### src/pin_port_pkg.sv
// package with register map, reset values and bus constants for the pin port
package pin_port_pkg;
  // ************************************************************
  // register offsets
  // ************************************************************
  localparam logic [7:0] OFS_DATA = 8'h4A;
  localparam logic [7:0] OFS_DATA_SET = 8'h4B;
  localparam logic [7:0] OFS_DATA_CLEAR = 8'h4C;
  localparam logic [7:0] OFS_OUT_EN = 8'h4D;
  localparam logic [7:0] OFS_IN_EN = 8'h4E;
  localparam logic [7:0] OFS_IN_LEVEL = 8'h4F;
  localparam logic [7:0] OFS_INT_EN = 8'h50;
  localparam logic [7:0] OFS_INT_INV = 8'h51;
  localparam logic [7:0] OFS_PIN_CFG = 8'h52;
  // ************************************************************
  // reset values and read answers
  // ************************************************************
  localparam logic [7:0] RST_REG = 8'h00;
  localparam logic [7:0] RD_NONE = 8'h00;
  // ************************************************************
  // pin positions on the board
  // ************************************************************
  localparam int PIN_LED = 4;
  localparam int PIN_SWITCH_A = 6;
  localparam int PIN_SWITCH_B = 0;
  // ************************************************************
  // serial bus
  // ************************************************************
  localparam logic [6:0] DEV_ADDR_DEFAULT = 7'h69;
  localparam logic [3:0] BITS_PER_BYTE = 4'h8;
  typedef enum logic [2:0] {
    ST_IDLE = 3'b000,
    ST_ADDR = 3'b001,
    ST_ADDR_ACK = 3'b011,
    ST_WDATA = 3'b010,
    ST_WACK = 3'b110,
    ST_RDATA = 3'b111,
    ST_RACK = 3'b101
  } bus_state_t;
endpackage

### src/transceiver_gpio_pin_port.sv
// general-purpose pin port with its register file behind the serial slave
`timescale 1ns/1ns
// Behaviour
// RULE1: host enables pin 4 output driver by writing bit 4 to output enable.
// RULE2: set register with bit 4 drives pin 4 high; clear register drives it low.
// RULE3: shared transmit pin carries pin 4 data bit when configured as output.
// RULE4: host enables input buffers of pins 6 and 0 before reading switches.
// RULE5: input register shows pin 6 in bit 6 and pin 0 in bit 0.
// RULE6: reading the input register returns current levels of input-enabled pins.
// RULE7: with pin 4 an output, high lights the LED, low turns it off.
// RULE8: every pin register is reachable by serial-bus reads and writes. Set and clear read as zero, and writes to the input register are ignored.
// RULE9: set and clear change only bits written as one, visible on readback.
// RULE10: a pin with its input buffer disabled reads as zero.
module transceiver_gpio_pin_port
  import pin_port_pkg::*;
#(
  parameter int NPINS = 8,
  parameter logic [6:0] DEV_ADDR = DEV_ADDR_DEFAULT
) (
  input wire logic I_CLK, // system clock, 100 MHz
  input wire logic I_RST_N, // asynchronous reset, active low
  input wire logic I_SCL, // serial bus clock
  input wire logic I_SDA, // serial bus data level
  output logic O_SDA_OUT, // serial data drive value, always low
  output logic O_SDA_OE, // serial data drive enable
  input wire logic [NPINS-1:0] I_PIN_IN, // pin levels
  output logic [NPINS-1:0] O_PIN_OUT, // pin drive values
  output logic [NPINS-1:0] O_PIN_OE, // pin drive enables
  output logic O_LED // user LED on pin 4, high is lit
);
  // ************************************************************
  // reset release
  // ************************************************************
  logic rst_meta_q, rst_n;
  // release through two stages so the register file leaves reset cleanly
  always_ff @(posedge I_CLK or negedge I_RST_N) begin
    if (!I_RST_N) begin
      rst_meta_q <= 1'b0;
      rst_n <= 1'b0;
    end else begin
      rst_meta_q <= 1'b1;
      rst_n <= rst_meta_q;
    end
  end
  // ************************************************************
  // bus slave
  // ************************************************************
  logic wr_en, sda_oe;
  logic [7:0] addr, wr_data, rd_data;
  serial_reg_slave #(.DEV_ADDR(DEV_ADDR)) u_slave (
    .clk(I_CLK),
    .rst_n(rst_n),
    .i_scl(I_SCL),
    .i_sda(I_SDA),
    .i_rd_data(rd_data),
    .o_sda_oe(sda_oe),
    .o_wr_en(wr_en),
    .o_addr(addr),
    .o_wr_data(wr_data)
  );
  assign O_SDA_OE = sda_oe;
  // open drain: the drive value never leaves low
  always_ff @(posedge I_CLK or negedge rst_n) begin
    if (!rst_n) O_SDA_OUT <= 1'b0;
    else O_SDA_OUT <= 1'b0;
  end
  // ************************************************************
  // register file
  // ************************************************************
  logic [NPINS-1:0] data_q, oen_q, ien_q, int_en_q, int_inv_q, cfg_q;
  // data register; set and clear touch only bits written as one
  always_ff @(posedge I_CLK or negedge rst_n) begin
    if (!rst_n) begin
      data_q <= NPINS'(RST_REG);
    end else if (wr_en) begin
      if (addr == OFS_DATA) data_q <= wr_data[NPINS-1:0];
      if (addr == OFS_DATA_SET) data_q <= data_q | wr_data[NPINS-1:0]; // RULE2 RULE9
      if (addr == OFS_DATA_CLEAR) data_q <= data_q & ~wr_data[NPINS-1:0]; // RULE2 RULE9
    end
  end
  // enables and interrupt setup; interrupt fields are stored only
  always_ff @(posedge I_CLK or negedge rst_n) begin
    if (!rst_n) begin
      oen_q <= NPINS'(RST_REG);
      ien_q <= NPINS'(RST_REG);
      int_en_q <= NPINS'(RST_REG);
      int_inv_q <= NPINS'(RST_REG);
      cfg_q <= NPINS'(RST_REG);
    end else if (wr_en) begin
      if (addr == OFS_OUT_EN) oen_q <= wr_data[NPINS-1:0]; // RULE1
      if (addr == OFS_IN_EN) ien_q <= wr_data[NPINS-1:0]; // RULE4
      if (addr == OFS_INT_EN) int_en_q <= wr_data[NPINS-1:0];
      if (addr == OFS_INT_INV) int_inv_q <= wr_data[NPINS-1:0];
      if (addr == OFS_PIN_CFG) cfg_q <= wr_data[NPINS-1:0];
    end
  end
  // ************************************************************
  // pin inputs
  // ************************************************************
  logic [NPINS-1:0] pin_f_q, level_q;
  genvar gi;
  generate
    for (gi = 0; gi < NPINS; gi++) begin : g_in
      logic [2:0] s_q;
      // three stages; first stage feeds only the second
      always_ff @(posedge I_CLK or negedge rst_n) begin
        if (!rst_n) begin
          s_q <= 3'h0;
          pin_f_q[gi] <= 1'b0;
        end else begin
          s_q <= {s_q[1:0], I_PIN_IN[gi]};
          if (s_q[1] == s_q[2]) pin_f_q[gi] <= s_q[2];
        end
      end
    end
  endgenerate
  // gated levels; a disabled buffer reads zero
  always_ff @(posedge I_CLK or negedge rst_n) begin
    if (!rst_n) level_q <= NPINS'(RST_REG);
    else level_q <= pin_f_q & ien_q; // RULE5 RULE6 RULE10
  end
  // ************************************************************
  // read mux
  // ************************************************************
  // write-only and unmapped offsets answer zero
  // the pointer drives the mux directly, so a read costs no extra cycle
  always_comb begin
    rd_data = RD_NONE;
    unique case (addr)
      OFS_DATA: rd_data[NPINS-1:0] = data_q; // RULE9
      OFS_OUT_EN: rd_data[NPINS-1:0] = oen_q;
      OFS_IN_EN: rd_data[NPINS-1:0] = ien_q;
      OFS_IN_LEVEL: rd_data[NPINS-1:0] = level_q; // RULE6
      OFS_INT_EN: rd_data[NPINS-1:0] = int_en_q;
      OFS_INT_INV: rd_data[NPINS-1:0] = int_inv_q;
      OFS_PIN_CFG: rd_data[NPINS-1:0] = cfg_q;
      default: rd_data = RD_NONE;
    endcase
  end
  // ************************************************************
  // pin drive
  // ************************************************************
  // pins follow the data and enable registers one cycle later
  always_ff @(posedge I_CLK or negedge rst_n) begin
    if (!rst_n) begin
      O_PIN_OUT <= NPINS'(RST_REG);
      O_PIN_OE <= NPINS'(RST_REG);
      O_LED <= 1'b0;
    end else begin
      O_PIN_OUT <= data_q; // RULE3
      O_PIN_OE <= oen_q; // RULE3
      O_LED <= data_q[PIN_LED] & oen_q[PIN_LED]; // RULE7
    end
  end
endmodule

### src/serial_reg_slave.sv
// serial two-wire register slave with auto-incrementing register pointer
`timescale 1ns/1ns
module serial_reg_slave
  import pin_port_pkg::*;
#(
  parameter logic [6:0] DEV_ADDR = DEV_ADDR_DEFAULT
) (
  input wire logic clk, // system clock
  input wire logic rst_n, // synchronised reset, active low
  input wire logic i_scl, // serial clock pin
  input wire logic i_sda, // serial data pin level
  input wire logic [7:0] i_rd_data, // data at the pointer
  output logic o_sda_oe, // pulls data line low when high
  output logic o_wr_en, // one-cycle register write
  output logic [7:0] o_addr, // register pointer
  output logic [7:0] o_wr_data // write data
);
  // ************************************************************
  // input filtering
  // ************************************************************
  logic [2:0] scl_s_q, sda_s_q;
  logic scl_f_q, sda_f_q, scl_p_q, sda_p_q;
  // three stages; a level counts once the last two agree
  always_ff @(posedge clk or negedge rst_n) begin
    if (!rst_n) begin
      scl_s_q <= 3'h7;
      sda_s_q <= 3'h7;
      scl_f_q <= 1'b1;
      sda_f_q <= 1'b1;
      scl_p_q <= 1'b1;
      sda_p_q <= 1'b1;
    end else begin
      scl_s_q <= {scl_s_q[1:0], i_scl};
      sda_s_q <= {sda_s_q[1:0], i_sda};
      if (scl_s_q[1] == scl_s_q[2]) scl_f_q <= scl_s_q[2];
      if (sda_s_q[1] == sda_s_q[2]) sda_f_q <= sda_s_q[2];
      scl_p_q <= scl_f_q;
      sda_p_q <= sda_f_q;
    end
  end
  logic scl_rise, scl_fall, bus_start, bus_stop;
  assign scl_rise = scl_f_q & ~scl_p_q;
  assign scl_fall = ~scl_f_q & scl_p_q;
  assign bus_start = scl_f_q & scl_p_q & sda_p_q & ~sda_f_q;
  assign bus_stop = scl_f_q & scl_p_q & ~sda_p_q & sda_f_q;
  // ************************************************************
  // byte engine
  // ************************************************************
  bus_state_t state_q;
  logic [7:0] sr_q, tx_q;
  logic [3:0] cnt_q;
  logic rw_q, first_q, nack_q;
  // start and stop win over any bit event; no clock stretching is done
  always_ff @(posedge clk or negedge rst_n) begin
    if (!rst_n) begin
      state_q <= ST_IDLE;
      sr_q <= 8'h00;
      tx_q <= 8'h00;
      cnt_q <= 4'h0;
      rw_q <= 1'b0;
      first_q <= 1'b0;
      nack_q <= 1'b0;
      o_sda_oe <= 1'b0;
      o_wr_en <= 1'b0;
      o_addr <= 8'h00;
      o_wr_data <= 8'h00;
    end else begin
      o_wr_en <= 1'b0;
      if (bus_start) begin
        state_q <= ST_ADDR;
        cnt_q <= 4'h0;
        o_sda_oe <= 1'b0;
      end else if (bus_stop) begin
        state_q <= ST_IDLE;
        o_sda_oe <= 1'b0;
      end else begin
        unique case (state_q)
          ST_IDLE: begin
            o_sda_oe <= 1'b0;
          end
          ST_ADDR: begin
            if (scl_rise) begin
              sr_q <= {sr_q[6:0], sda_f_q};
              cnt_q <= cnt_q + 4'h1;
            end else if (scl_fall && cnt_q == BITS_PER_BYTE) begin
              rw_q <= sr_q[0];
              if (sr_q[7:1] == DEV_ADDR) begin
                state_q <= ST_ADDR_ACK;
                o_sda_oe <= 1'b1;
              end else begin
                state_q <= ST_IDLE;
              end
            end
          end
          ST_ADDR_ACK: begin
            if (scl_fall) begin
              cnt_q <= 4'h0;
              if (rw_q) begin
                state_q <= ST_RDATA;
                tx_q <= i_rd_data;
                o_sda_oe <= ~i_rd_data[7];
              end else begin
                state_q <= ST_WDATA;
                first_q <= 1'b1;
                o_sda_oe <= 1'b0;
              end
            end
          end
          ST_WDATA: begin
            if (scl_rise) begin
              sr_q <= {sr_q[6:0], sda_f_q};
              cnt_q <= cnt_q + 4'h1;
            end else if (scl_fall && cnt_q == BITS_PER_BYTE) begin
              state_q <= ST_WACK;
              o_sda_oe <= 1'b1;
              if (first_q) begin
                o_addr <= sr_q; // first byte sets the pointer
              end else begin
                o_wr_en <= 1'b1; // RULE8
                o_wr_data <= sr_q;
              end
            end
          end
          ST_WACK: begin
            if (scl_fall) begin
              state_q <= ST_WDATA;
              o_sda_oe <= 1'b0;
              cnt_q <= 4'h0;
              if (!first_q) o_addr <= o_addr + 8'h01;
              first_q <= 1'b0;
            end
          end
          ST_RDATA: begin
            if (scl_rise) begin
              cnt_q <= cnt_q + 4'h1;
            end else if (scl_fall) begin
              if (cnt_q == BITS_PER_BYTE) begin
                state_q <= ST_RACK;
                o_sda_oe <= 1'b0;
                o_addr <= o_addr + 8'h01;
              end else begin
                tx_q <= {tx_q[6:0], 1'b0};
                o_sda_oe <= ~tx_q[6];
              end
            end
          end
          ST_RACK: begin
            if (scl_rise) begin
              nack_q <= sda_f_q;
            end else if (scl_fall) begin
              cnt_q <= 4'h0;
              if (nack_q) begin
                state_q <= ST_IDLE;
              end else begin
                state_q <= ST_RDATA; // RULE8
                tx_q <= i_rd_data;
                o_sda_oe <= ~i_rd_data[7];
              end
            end
          end
          default: begin
            state_q <= ST_IDLE;
            o_sda_oe <= 1'b0;
          end
        endcase
      end
    end
  end
endmodule

### config.mk
export PLATFORM = sky130hd
export DESIGN_NAME = transceiver_gpio_pin_port
export DESIGN_NICKNAME = d
export VERILOG_FILES = /design/src/pin_port_pkg.sv /design/src/transceiver_gpio_pin_port.sv /design/src/serial_reg_slave.sv
export SDC_FILE = /design/constraint.sdc
export NUM_CORES = 1
export LEC_CHECK = 0
export BUFFER_PORTS_ARGS = -buffer_cell sky130_fd_sc_hd__buf_2
export CORE_MARGIN = 5
export CORE_UTILIZATION = 65
export CTS_CLUSTER_SIZE = 24
export DETAILED_ROUTE_END_ITERATION = 8
export GPL_TIMING_DRIVEN = 1
export PLACE_DENSITY = 0.82
export SETUP_SLACK_MARGIN = 0.5
export SYNTH_ARGS = -nofsm -noshare
export SYNTH_HDL_FRONTEND = slang
export SYNTH_SLANG_ARGS = --single-unit
### constraint.sdc
create_clock -name I_CLK -period 7.7 [get_ports I_CLK]
set_input_delay 1.155 -clock I_CLK [delete_from_list [all_inputs] [get_ports I_CLK]]
set_output_delay 1.155 -clock I_CLK [all_outputs]
set_load 0.005 [all_outputs]
# Word level (Yosys, flattened, before mapping)
# Index checks and enable logic that the tools add are counted.
[classes]
add_sub_neg = 2
n_eq_ne = 59
n_mux = 71
n_bitwise = 22
reduce_logical = 26
[op_table]
columns = ["operator", "count"]
rows = [
  ["$mux W8", 11],
  ["$eq A8 B7 Y1 const B", 9],
  ["$mux W7", 8],
  ["$pmux W8 S7", 1],
  ["$mux W3", 15],
  ["$ne A4 B1 Y1 const B", 8],
  ["$mux W1", 24],
  ["$pmux W8 S3", 1],
  ["$reduce_and A12 Y1", 2],
  ["$reduce_and A11 Y1", 2],
  ["$pmux W3 S7", 1],
  ["$pmux W7 S3", 1],
  ["$mux W4", 5],
  ["$ne A2 B1 Y1 const B", 9],
  ["$and A8 B8 Y8", 2],
  ["$ne A4 B4 Y1 const B", 4],
  ["$ne A2 B2 Y1 const B", 7],
  ["$pmux W4 S3", 1],
  ["$reduce_and A2 Y1", 6],
  ["$reduce_and A4 Y1", 3],
  ["$reduce_and A6 Y1", 2],
  ["$eq A1 B1 Y1", 10],
  ["$not A1 Y1", 10],
  ["$eq A3 B3 Y1 const B", 3],
  ["23 further kinds", 35],
]
[totals]
register_bits = 160
in_bits = 12
output_inout_bits = 19

# Depth between registers and ports, before layout
# Gate-level depths: netlist (run 1).
[logic_depth]
depth_word = 9
ltp_mapped = 9

# Hierarchy
# Synthesis (run 1) repeated with hierarchy kept, for this count alone.
[hier_totals]
hier_cells = 536
hier_area_um2 = 6810.3
[by_module_without_submodules]
columns = ["mod", "n_inst", "cells_per_inst", "area_per_inst_um2"]
rows = [
  ["transceiver_gpio_pin_port", 1, 277, 4085.2],
  ["serial_reg_slave", 1, 259, 2725.1],
]

# Worst setup path after synthesis (run 1)
# No wires, ideal clock.
[synth_path]
path_type = "reg2reg"
start = "reg u_slave.scl_f_q"
end = "reg u_slave.state_q[0]"
setup_ns = 0.125
t_arrival_ns = 2.028
required_time_ns = 7.575
path_slack_ns = 5.547
path_stages_with_launch = 7
path_cell_list = "dfstp_2 > clkbuf_1 > nand2_1 > o21ai_0 > o221a_2 > and2b_1 > mux2_2"
[synth_between]
elab_chain_len = 5
word_cells_on_any_way = 24
classes_between = "eq/ne: 12; mux: 2; bitwise: 8; reduce/logical: 2"
[synth_rtl]
columns = ["element", "line", "rtl"]
rows = [
  ["start: declaration", "serial_reg_slave.sv:22", "logic scl_f_q, sda_f_q, scl_p_q, sda_p_q;"],
  ["start signal: assignment", "serial_reg_slave.sv:35", "if (scl_s_q[1] == scl_s_q[2]) scl_f_q <= scl_s_q[2];"],
  ["$and A1 B1 Y1 / $not A1 Y1 (equally long branches)", "serial_reg_slave.sv:44, serial_reg_slave.sv:45, serial_reg_slave.sv:43", ""],
  ["$and A1 B1 Y1, on equally long branches", "serial_reg_slave.sv:45, serial_reg_slave.sv:43, serial_reg_slave.sv:44", ""],
  ["$and A1 B1 Y1, or another cell as far along", "serial_reg_slave.sv:45", "assign bus_stop = scl_f_q & scl_p_q & ~sda_p_q & sda_f_q;"],
  ["$ne A4 B4 Y1 (no source line), or another cell as far along", "n/a", ""],
  ["$reduce_and A12 Y1 (no source line) / $mux W3 (equally long branches)", "n/a", ""],
  ["end signal: assignment", "serial_reg_slave.sv:56", "state_q <= ST_IDLE;"],
  ["end signal: assignment", "serial_reg_slave.sv:70", "state_q <= ST_ADDR;"],
  ["end signal: assignment", "serial_reg_slave.sv:74", "state_q <= ST_IDLE;"],
  ["end: declaration", "serial_reg_slave.sv:49", "bus_state_t state_q;"],
]
# Several ways; a longest one is shown, not always the timed one.
# A chain may end at the register's enable or synchronous reset.

# Worst setup path in the final report (run 1)
[layout_path]
start = "reg u_slave.o_addr[0]"
end = "reg u_slave.tx_q[2]"
[layout_between]
elab_chain_len = 6
word_cells_on_any_way = 14
classes_between = "eq/ne: 7; mux: 7"
[layout_rtl]
columns = ["element", "line", "rtl"]
rows = [
  ["start: declaration", "serial_reg_slave.sv:15", "output logic [7:0] o_addr,"],
  ["start signal: assignment", "serial_reg_slave.sv:117", "o_addr <= sr_q;"],
  ["start signal: assignment", "serial_reg_slave.sv:129", "if (!first_q) o_addr <= o_addr + 8'h01;"],
  ["start signal: assignment", "serial_reg_slave.sv:140", "o_addr <= o_addr + 8'h01;"],
  ["$eq A8 B7 Y1", "transceiver_gpio_pin_port.sv:129", "unique case (addr)"],
  ["$pmux W8 S7 *", "transceiver_gpio_pin_port.sv:129", ""],
  ["$mux W7", "serial_reg_slave.sv:152", "if (nack_q) begin"],
  ["$mux W7", "serial_reg_slave.sv:150", "end else if (scl_fall) begin"],
  ["$mux W7", "serial_reg_slave.sv:148", "if (scl_rise) begin"],
  ["$pmux W7 S3 *", "serial_reg_slave.sv:77", "unique case (state_q)"],
  ["end signal: assignment", "serial_reg_slave.sv:100", "tx_q <= i_rd_data;"],
  ["end signal: assignment", "serial_reg_slave.sv:142", "tx_q <= {tx_q[6:0], 1'b0};"],
  ["end signal: assignment", "serial_reg_slave.sv:156", "tx_q <= i_rd_data;"],
  ["end: declaration", "serial_reg_slave.sv:50", "logic [7:0] sr_q, tx_q;"],
]
# Mark *: on every way between the ends. The rest lies on a longest branch, timed or not. The select of a mux whose other input is x is not followed.

==> results.ini, run 1 <==
[clocking]
postCtsHoldBufs = 0
cts_tree = built
cts-root-buf = clkbuf_8
cts_made_buffers = 17
cts-htree-levels = 4
post_cts_buffers = 0
clk_path_buf_depth = 2
clkSlewWorstSetupHoldPaths_ps = 70
cts.sinks = 160
clock_latency_ps = 530
cts-resized-gates = 0

[power_and_ir_drop]
p_per_area_nw_per_um2 = 242
ir_drop_v = 0.000243
p_leak_nw = 3.47
power_mw = 1.83

[final_layout]
instances_no_fill = 712
fillCellCount = 656
drive_above_1_share_pct = 26.4
area_delta_synth_final_pct = 12.6
final_cell_mix = dfrtp_1 (149), mux2_2 (61), buf_2 (29), nor2_1 (27), nand2_1 (26)
final_common_cell = dfrtp_1
final_nets = 580

[worst_setup_path]
r2r_cells = 6
cp-end-kind = flop
critPathLaunchType = flop
worstPathArrival_ps = 3030
worst-r2r-setup-slack_ps = 5110
path_cells = inv_1, ha_1, o311ai_0, a31oi_1, o31ai_1, a31oi_1
crit_top_cell = a31oi_1
critPathMaxFanout = 17
crit_type = reg -> reg
cpPeakStageDelay_ps = 600
required_ps = 8140
crit_slowest_cell = ha_1
crit_family = compound AO/OA/AOI/OAI gates
cp_num_buf_inv = 1
r2r-end = u_slave.tx_q[2]
r2r_start = u_slave.o_addr[0]

[placed_design]
io_buffers = 29
place_congestion = 0.927
post-dp-hpwl_um = 9810
place_inst = 679

[synth]
ys_seq_elements = 160
syn_area_um2 = 6720
async_reset_ff_share_pct = 100
syn_avg_cell_area_um2 = 12.5
synth-edff-count = 0
synth_nets = 556
ys_seq_area_share_pct = 59.7
synth-main-ff-cell = dfrtp_1
yosysWarnings = 0
syn_inst = 538
synth.distinct_cells = 66

[route]
drcViolationCount = 0
routedWlPerCell_um = 21.4
vias_per_cell = 6.38
firstDrtPassIters = 6
drt_iter0_markers = 613
num_vias = 4542
finalWirelength_um = 15200
postRouteAntennaNets = 0

[timing]
finalClockSkew_ps = 6.48
setup_viol = 0
period_share_pct = 33.6
max_freq_ghz = 0.387
rsz0062_at_grt = no
period_needed_ps = 2590
worst_pin_slew_ps = 1080
setup_tns_ps = 0
drv_slew = 0
hold_viol = 0
slew_headroom_pct = 27.7

[grt]
grt_pass1_wl_um = 24900
grt_pass1_vias = 4696
antenna_found_initial = 0
track_usage_pct = 25.7
grt_max_degree = 64
grt_overflow = 0

[outcome]
status = finished clean

[hold_path]
hold_class = reg -> async

[floorplanning]
ios = 31
die_y_um = 112
fp.dieW_um = 112
rows = 37
core_area_um2 = 10200
start_util_pct = 66.0
dieArea_um2 = 12500

[job]
cap_violations = 0

==> logic make-up (layout without fill, tap and decap cells) <==
family / count (synthesis) / after routing / synth area share, %
DFF: 160 / 160 / 59.7
and+or+nand+nor: 135 / 135 / 11.6
AOI/OAI and AO/OA: 116 / 116 / 12.2
muxes: 66 / 66 / 11.0
buffers and inverters: 41 / 78 / 2.53
adders and majority gates: 16 / 16 / 2.61
other: 2 / 3 / 0.112
xor gates and xnor gates: 2 / 2 / 0.261
==> synth_stat cells (6+ instances only) <==
cell,n,area share (%)
a21oi_1,15,1.1
a222oi_1,6,0.89
a22o_1,13,1.7
a22oi_1,6,0.67
a31oi_1,8,0.74
and2_1,12,1.1
and3_1,9,0.84
buf_2,10,0.74
clkbuf_1,15,0.84
dfrtp_1,150,56
dfstp_2,10,3.9
ha_1,6,1.1
inv_1,14,0.78
maj3_1,10,1.5
mux2_2,61,10
nand2_1,26,1.5
nand2b_1,6,0.56
nand3_1,12,0.89
nor2_1,27,1.5
o21ai_0,25,1.9
o22a_1,8,1.0
==> state kept, by name (all words and copies together) (netlist names), 3 cells and up <==
name and flops:
int_en_q 8, u_slave.sda_s_q 3, cfg_q 8, u_slave.state_q 3, u_slave.o_addr 8, data_q 8, u_slave.cnt_q 4, oen_q 8
u_slave.tx_q 7, O_PIN_OUT 8, pin_f_q 8, g_in.s_q 24, u_slave.sr_q 8, u_slave.o_wr_data 8, int_inv_q 8, O_PIN_OE 8
u_slave.scl_s_q 3, level_q 8, ien_q 8
==> routing by layer <==
metal  share of wire (%)  GRT usage (%)  up-vias  wire, um
met5                   0              0        -         0
met4                 2.3           9.57        0       345
met3                 5.7           5.33       37       872
met2                  50           41.4      183      7560
met1                  42           34.9     2321      6470
li1                    -              -     2001         -
==> how the worst max path moves through the flow <==
stage / endpoint / slack (ps) / cells after the start / from
finish: u_slave.tx_q[2] / 5110 / 6 / u_slave.o_addr[0]
CTS: u_slave.tx_q[2] / 5190 / 6 / u_slave.o_addr[0]
global route: u_slave.tx_q[0] / 4980 / 4 / u_slave.state_q[0]
floorplan: O_LED / 2930 / 0 / rst_n
global placement: u_slave.o_addr[0] / 5390 / 7 / u_slave.cnt_q[0]
detailed placement: u_slave.tx_q[2] / 5240 / 6 / u_slave.o_addr[0]
==> power by group <==
group          total [mW]  leakage (nW)  switching [mW]  internal (mW)
clock               0.870         0.303           0.355          0.514
combinational      0.0640          1.05          0.0373         0.0267
sequential          0.896          2.12          0.0301          0.866
total                1.83          3.47           0.423           1.41
==> worst register-to-register path, stage by stage (launching register included) <==
cell      delay (ps)
dfrtp_1          430
inv_1            120
ha_1             600
o311ai_0         320
a31oi_1          540
o31ai_1          250
a31oi_1          250
==> metrics by stage <==
step	hold slack, ps	utilization, %	area, um2	setup WS [ps]
4_1_cts	322	74.3	7570	5190
6_report	300	74.3	7570	5110
3_5_place_dp	323	68.2	6950	5240
3_3_place_gp	318	68.2	6950	5390
2_1_floorplan	331	-	6720	2930
5_1_grt	356	74.3	7570	4980
==> cell type report <==
cell class	instances	area [um2]	share of cell area (%)
Multi-Input combinational cell	337	2540	33.5
Inverter	14	52.6	0.694
Tap cell	136	170	2.25
Antenna cell	1	2.50	0.0330
Clock buffer	18	428	5.65
Timing Repair Buffer	32	168	2.21
Clock inverter	14	194	2.56
Sequential cell	160	4020	53.1
(Power assumes the default switching activity.)
==> inputs of run 2 (changes only) <==
- ABC_AREA: unset -> 1
- CORE_UTILIZATION: 65 -> 61
- PLACE_DENSITY: 0.82 -> 0.77
- clock period: 7.7 -> 2.6 ns (I/O delays scaled with it)
==> run 2 against run 1 <==
Net effect:
- global-route usage increased by 0.22 points
- highest routed layer unchanged
- first-iteration DRC count decreased by 6.4%
- flip-flop and latch count did not move
- final cell count up 34%
- largest cell class unchanged
- routed wire length is 5.7% higher
- combinational power increased to 8.0 times the previous value
==> results.ini, run 2 <==
[outcome]
status = finished clean

[worst_setup_path]
worst-r2r-setup-slack_ps = 610
cp_num_buf_inv = 1
r2r-end = u_slave.o_addr[3]
worstPathArrival_ps = 2310
crit_type = reg -> reg
crit_top_cell = nand2_2
startpoint = u_slave.state_q[0]
path_cells = nand2_2, nor2_1, inv_2, o22ai_1, nor2_2, nand2_2, nand2_1, o21ai_2
cpPeakStageDelay_ps = 500
worst-path-stages = 8
required_ps = 2920
r2r_start = u_slave.state_q[0]
critPathLaunchType = flop
crit_family = simple AND/OR/NAND/NOR gates
critPathMaxFanout = 18
r2r_cells = 8
crit_slowest_cell = dfrtp_1
cp-end-kind = flop
crit_end = u_slave.o_addr[3]

[route]
finalWirelength_um = 16100
drcViolationCount = 0
drt_iter0_markers = 574
vias_per_cell = 5.59
num_vias = 5344
routedWlPerCell_um = 16.9
firstDrtPassIters = 6
postRouteAntennaNets = 0

[synth]
synthTopCellsByCount = nand2_1 (198), dfrtp_1 (150), nand3_1 (79)
synth-edff-count = 0
synth_fa_ha_area_share_pct = 2.52
synth.distinct_cells = 36
async_reset_ff_share_pct = 100
yosys.area_share.simple_pct = 25.3
syn_inst = 767
synth_top_family_by_area = simple AND/OR/NAND/NOR gates
yosysWarnings = 0
ys_seq_area_share_pct = 57.8
synth_most_common_cell = nand2_1
synth_top_cell_area_share_pct = 54.0
synth-main-ff-cell = dfrtp_1
syn_area_um2 = 6950
synthMuxAreaShare_pct = 0
syn_avg_cell_area_um2 = 9.07
synth_nets = 785
synth_compound_area_share_pct = 8.08
synth_xor_area_share_pct = 0.378
synthTopCellsByArea = dfrtp_1 (54%), nand2_1 (11%), nand3_1 (5.7%)
synth_top_area_cell = dfrtp_1
ys_seq_elements = 160

[timing]
worst_pin_slew_ps = 785
hold_viol = 0
drv_slew = 0
rsz0062_at_grt = no
period_share_pct = 76.5
setup_tns_ps = 0
period_needed_ps = 1990
setup_viol = 0
fin_ws_ps = 610
max_freq_ghz = 0.503
slew_headroom_pct = 47.7
finalClockSkew_ps = 10.1

[power_and_ir_drop]
ir_drop_v = 0.000666
combPwrFrac_pct = 9.0
p_leak_nw = 3.73
p_sw_share_pct = 27.2
clkPwrFrac_pct = 41.8
p_per_area_nw_per_um2 = 729
p_seq_share_pct = 49.2
power_mw = 5.68
p_int_mw = 4.13
p_switching_mw = 1.54

[floorplanning]
ios = 31
fp.dieW_um = 117
core_area_um2 = 11300
die_y_um = 117
start_util_pct = 61.7
rows = 39
dieArea_um2 = 13600

[clocking]
clk_path_buf_depth = 2
cts_tree = built
cts-htree-levels = 4
cts_made_buffers = 17
cts.sinks = 160
clkSlewWorstSetupHoldPaths_ps = 60
clock_latency_ps = 440
post_cts_buffers = 0
cts-root-buf = clkbuf_16

[final_layout]
drive_above_1_share_pct = 15.0
largest-register = g_in.s_q
diodes = 0
final_nets = 819
largest_reg_flops = 24
final_cell_mix = nand2_1 (197), dfrtp_1 (149), nand3_1 (79), nor2_1 (67), inv_1 (65)
final_common_cell = nand2_1
area_delta_synth_final_pct = 11.9

[hold_path]
hold_class = in -> reg
hold_path_startpoint = I_SCL

[job]
cap_violations = 0

[grt]
grt_pass1_wl_um = 26600
track_usage_pct = 25.9
grt_max_degree = 61
grt_overflow = 0
grt_pass1_vias = 5305
antenna_found_initial = 0

[placed_design]
pre_cts_slack_ps = 604
post-dp-hpwl_um = 10900
io_buffers = 29
place_congestion = 0.987

[run 2: cell types whose count changed after synthesis, sizes merged, moves of 7 or more]
cell    delta
clkbuf    -13
mux2      -61
inv       +59
o21ai     +57
nand3     +76
and2      -12
a31oi      -7
nor2      +51
nand2    +183
o22a       -8
a22o      -13
and3       -9
[run 2: metal layers]
layer  vias to the layer above  wire length, um  track usage (%)
li1                       2539                -                -
met1                      2558             6880             34.2
met2                       194             7470             40.3
met3                        53             1020             5.86
met4                         0              756             14.1
met5                         -                0                0
[run 2: cell type report]
type                            instances  area (um2)
Clock inverter                         14         134
Sequential cell                       160        4020
Tap cell                              143         179
Fill cell                             874        3490
Clock buffer                           17         425
Timing Repair Buffer                   35         205
Inverter                               74         279
Multi-Input combinational cell        513        2540
[run 2: logic make-up (layout without fill, tap and decap cells)]
logic type	count (synthesis)	after routing
flip-flops	160	160
buffers and inverters	94	140
adder cells (fa/ha/maj)	16	16
AND/OR/NAND/NOR	386	386
other	2	2
XOR/XNOR	3	3
AO/OA/AOI/OAI	106	106
[run 2: repair_timing]
action                                 CTS  global route
setup endpoints to repair                0            13
endpoints found under the hold margin    2             0
hold buffers                             1             0
resized for setup                        0             3
[run 2: through the flow]
step / util (%) / hold slack [ps] / cells / cell area, um2
after floorplan: - / 94.4 / 767 / 6960
after global placement: 63.9 / 175 / 924 / 7200
after detailed placement: 63.9 / 177 / 924 / 7200
after CTS: 69.0 / 39.4 / 956 / 7770
after global routing: 69.1 / 40.0 / 956 / 7780
final: 69.1 / 52.2 / 956 / 7780
[run 2: worst min-delay path by stage]
stage	cells past startpoint	end	slack [ps]
after floorplan	0	rst_meta_q	90
after global placement	1	rst_meta_q	180
after detailed placement	1	rst_meta_q	180
after CTS	1	u_slave.scl_s_q[0]	40
after global routing	1	u_slave.scl_s_q[0]	40
final	1	u_slave.scl_s_q[0]	50
[run 2: power by group through the flow]
stage                     registers (mW)  logic, mW  clock network (mW)
after floorplan                     2.79      0.389                   0
after global placement              2.82      0.486                   0
after detailed placement            2.83      0.503                   0
after CTS                           2.79      0.510                2.40
after global routing                2.81      0.594                2.49
final                               2.79      0.510                2.37
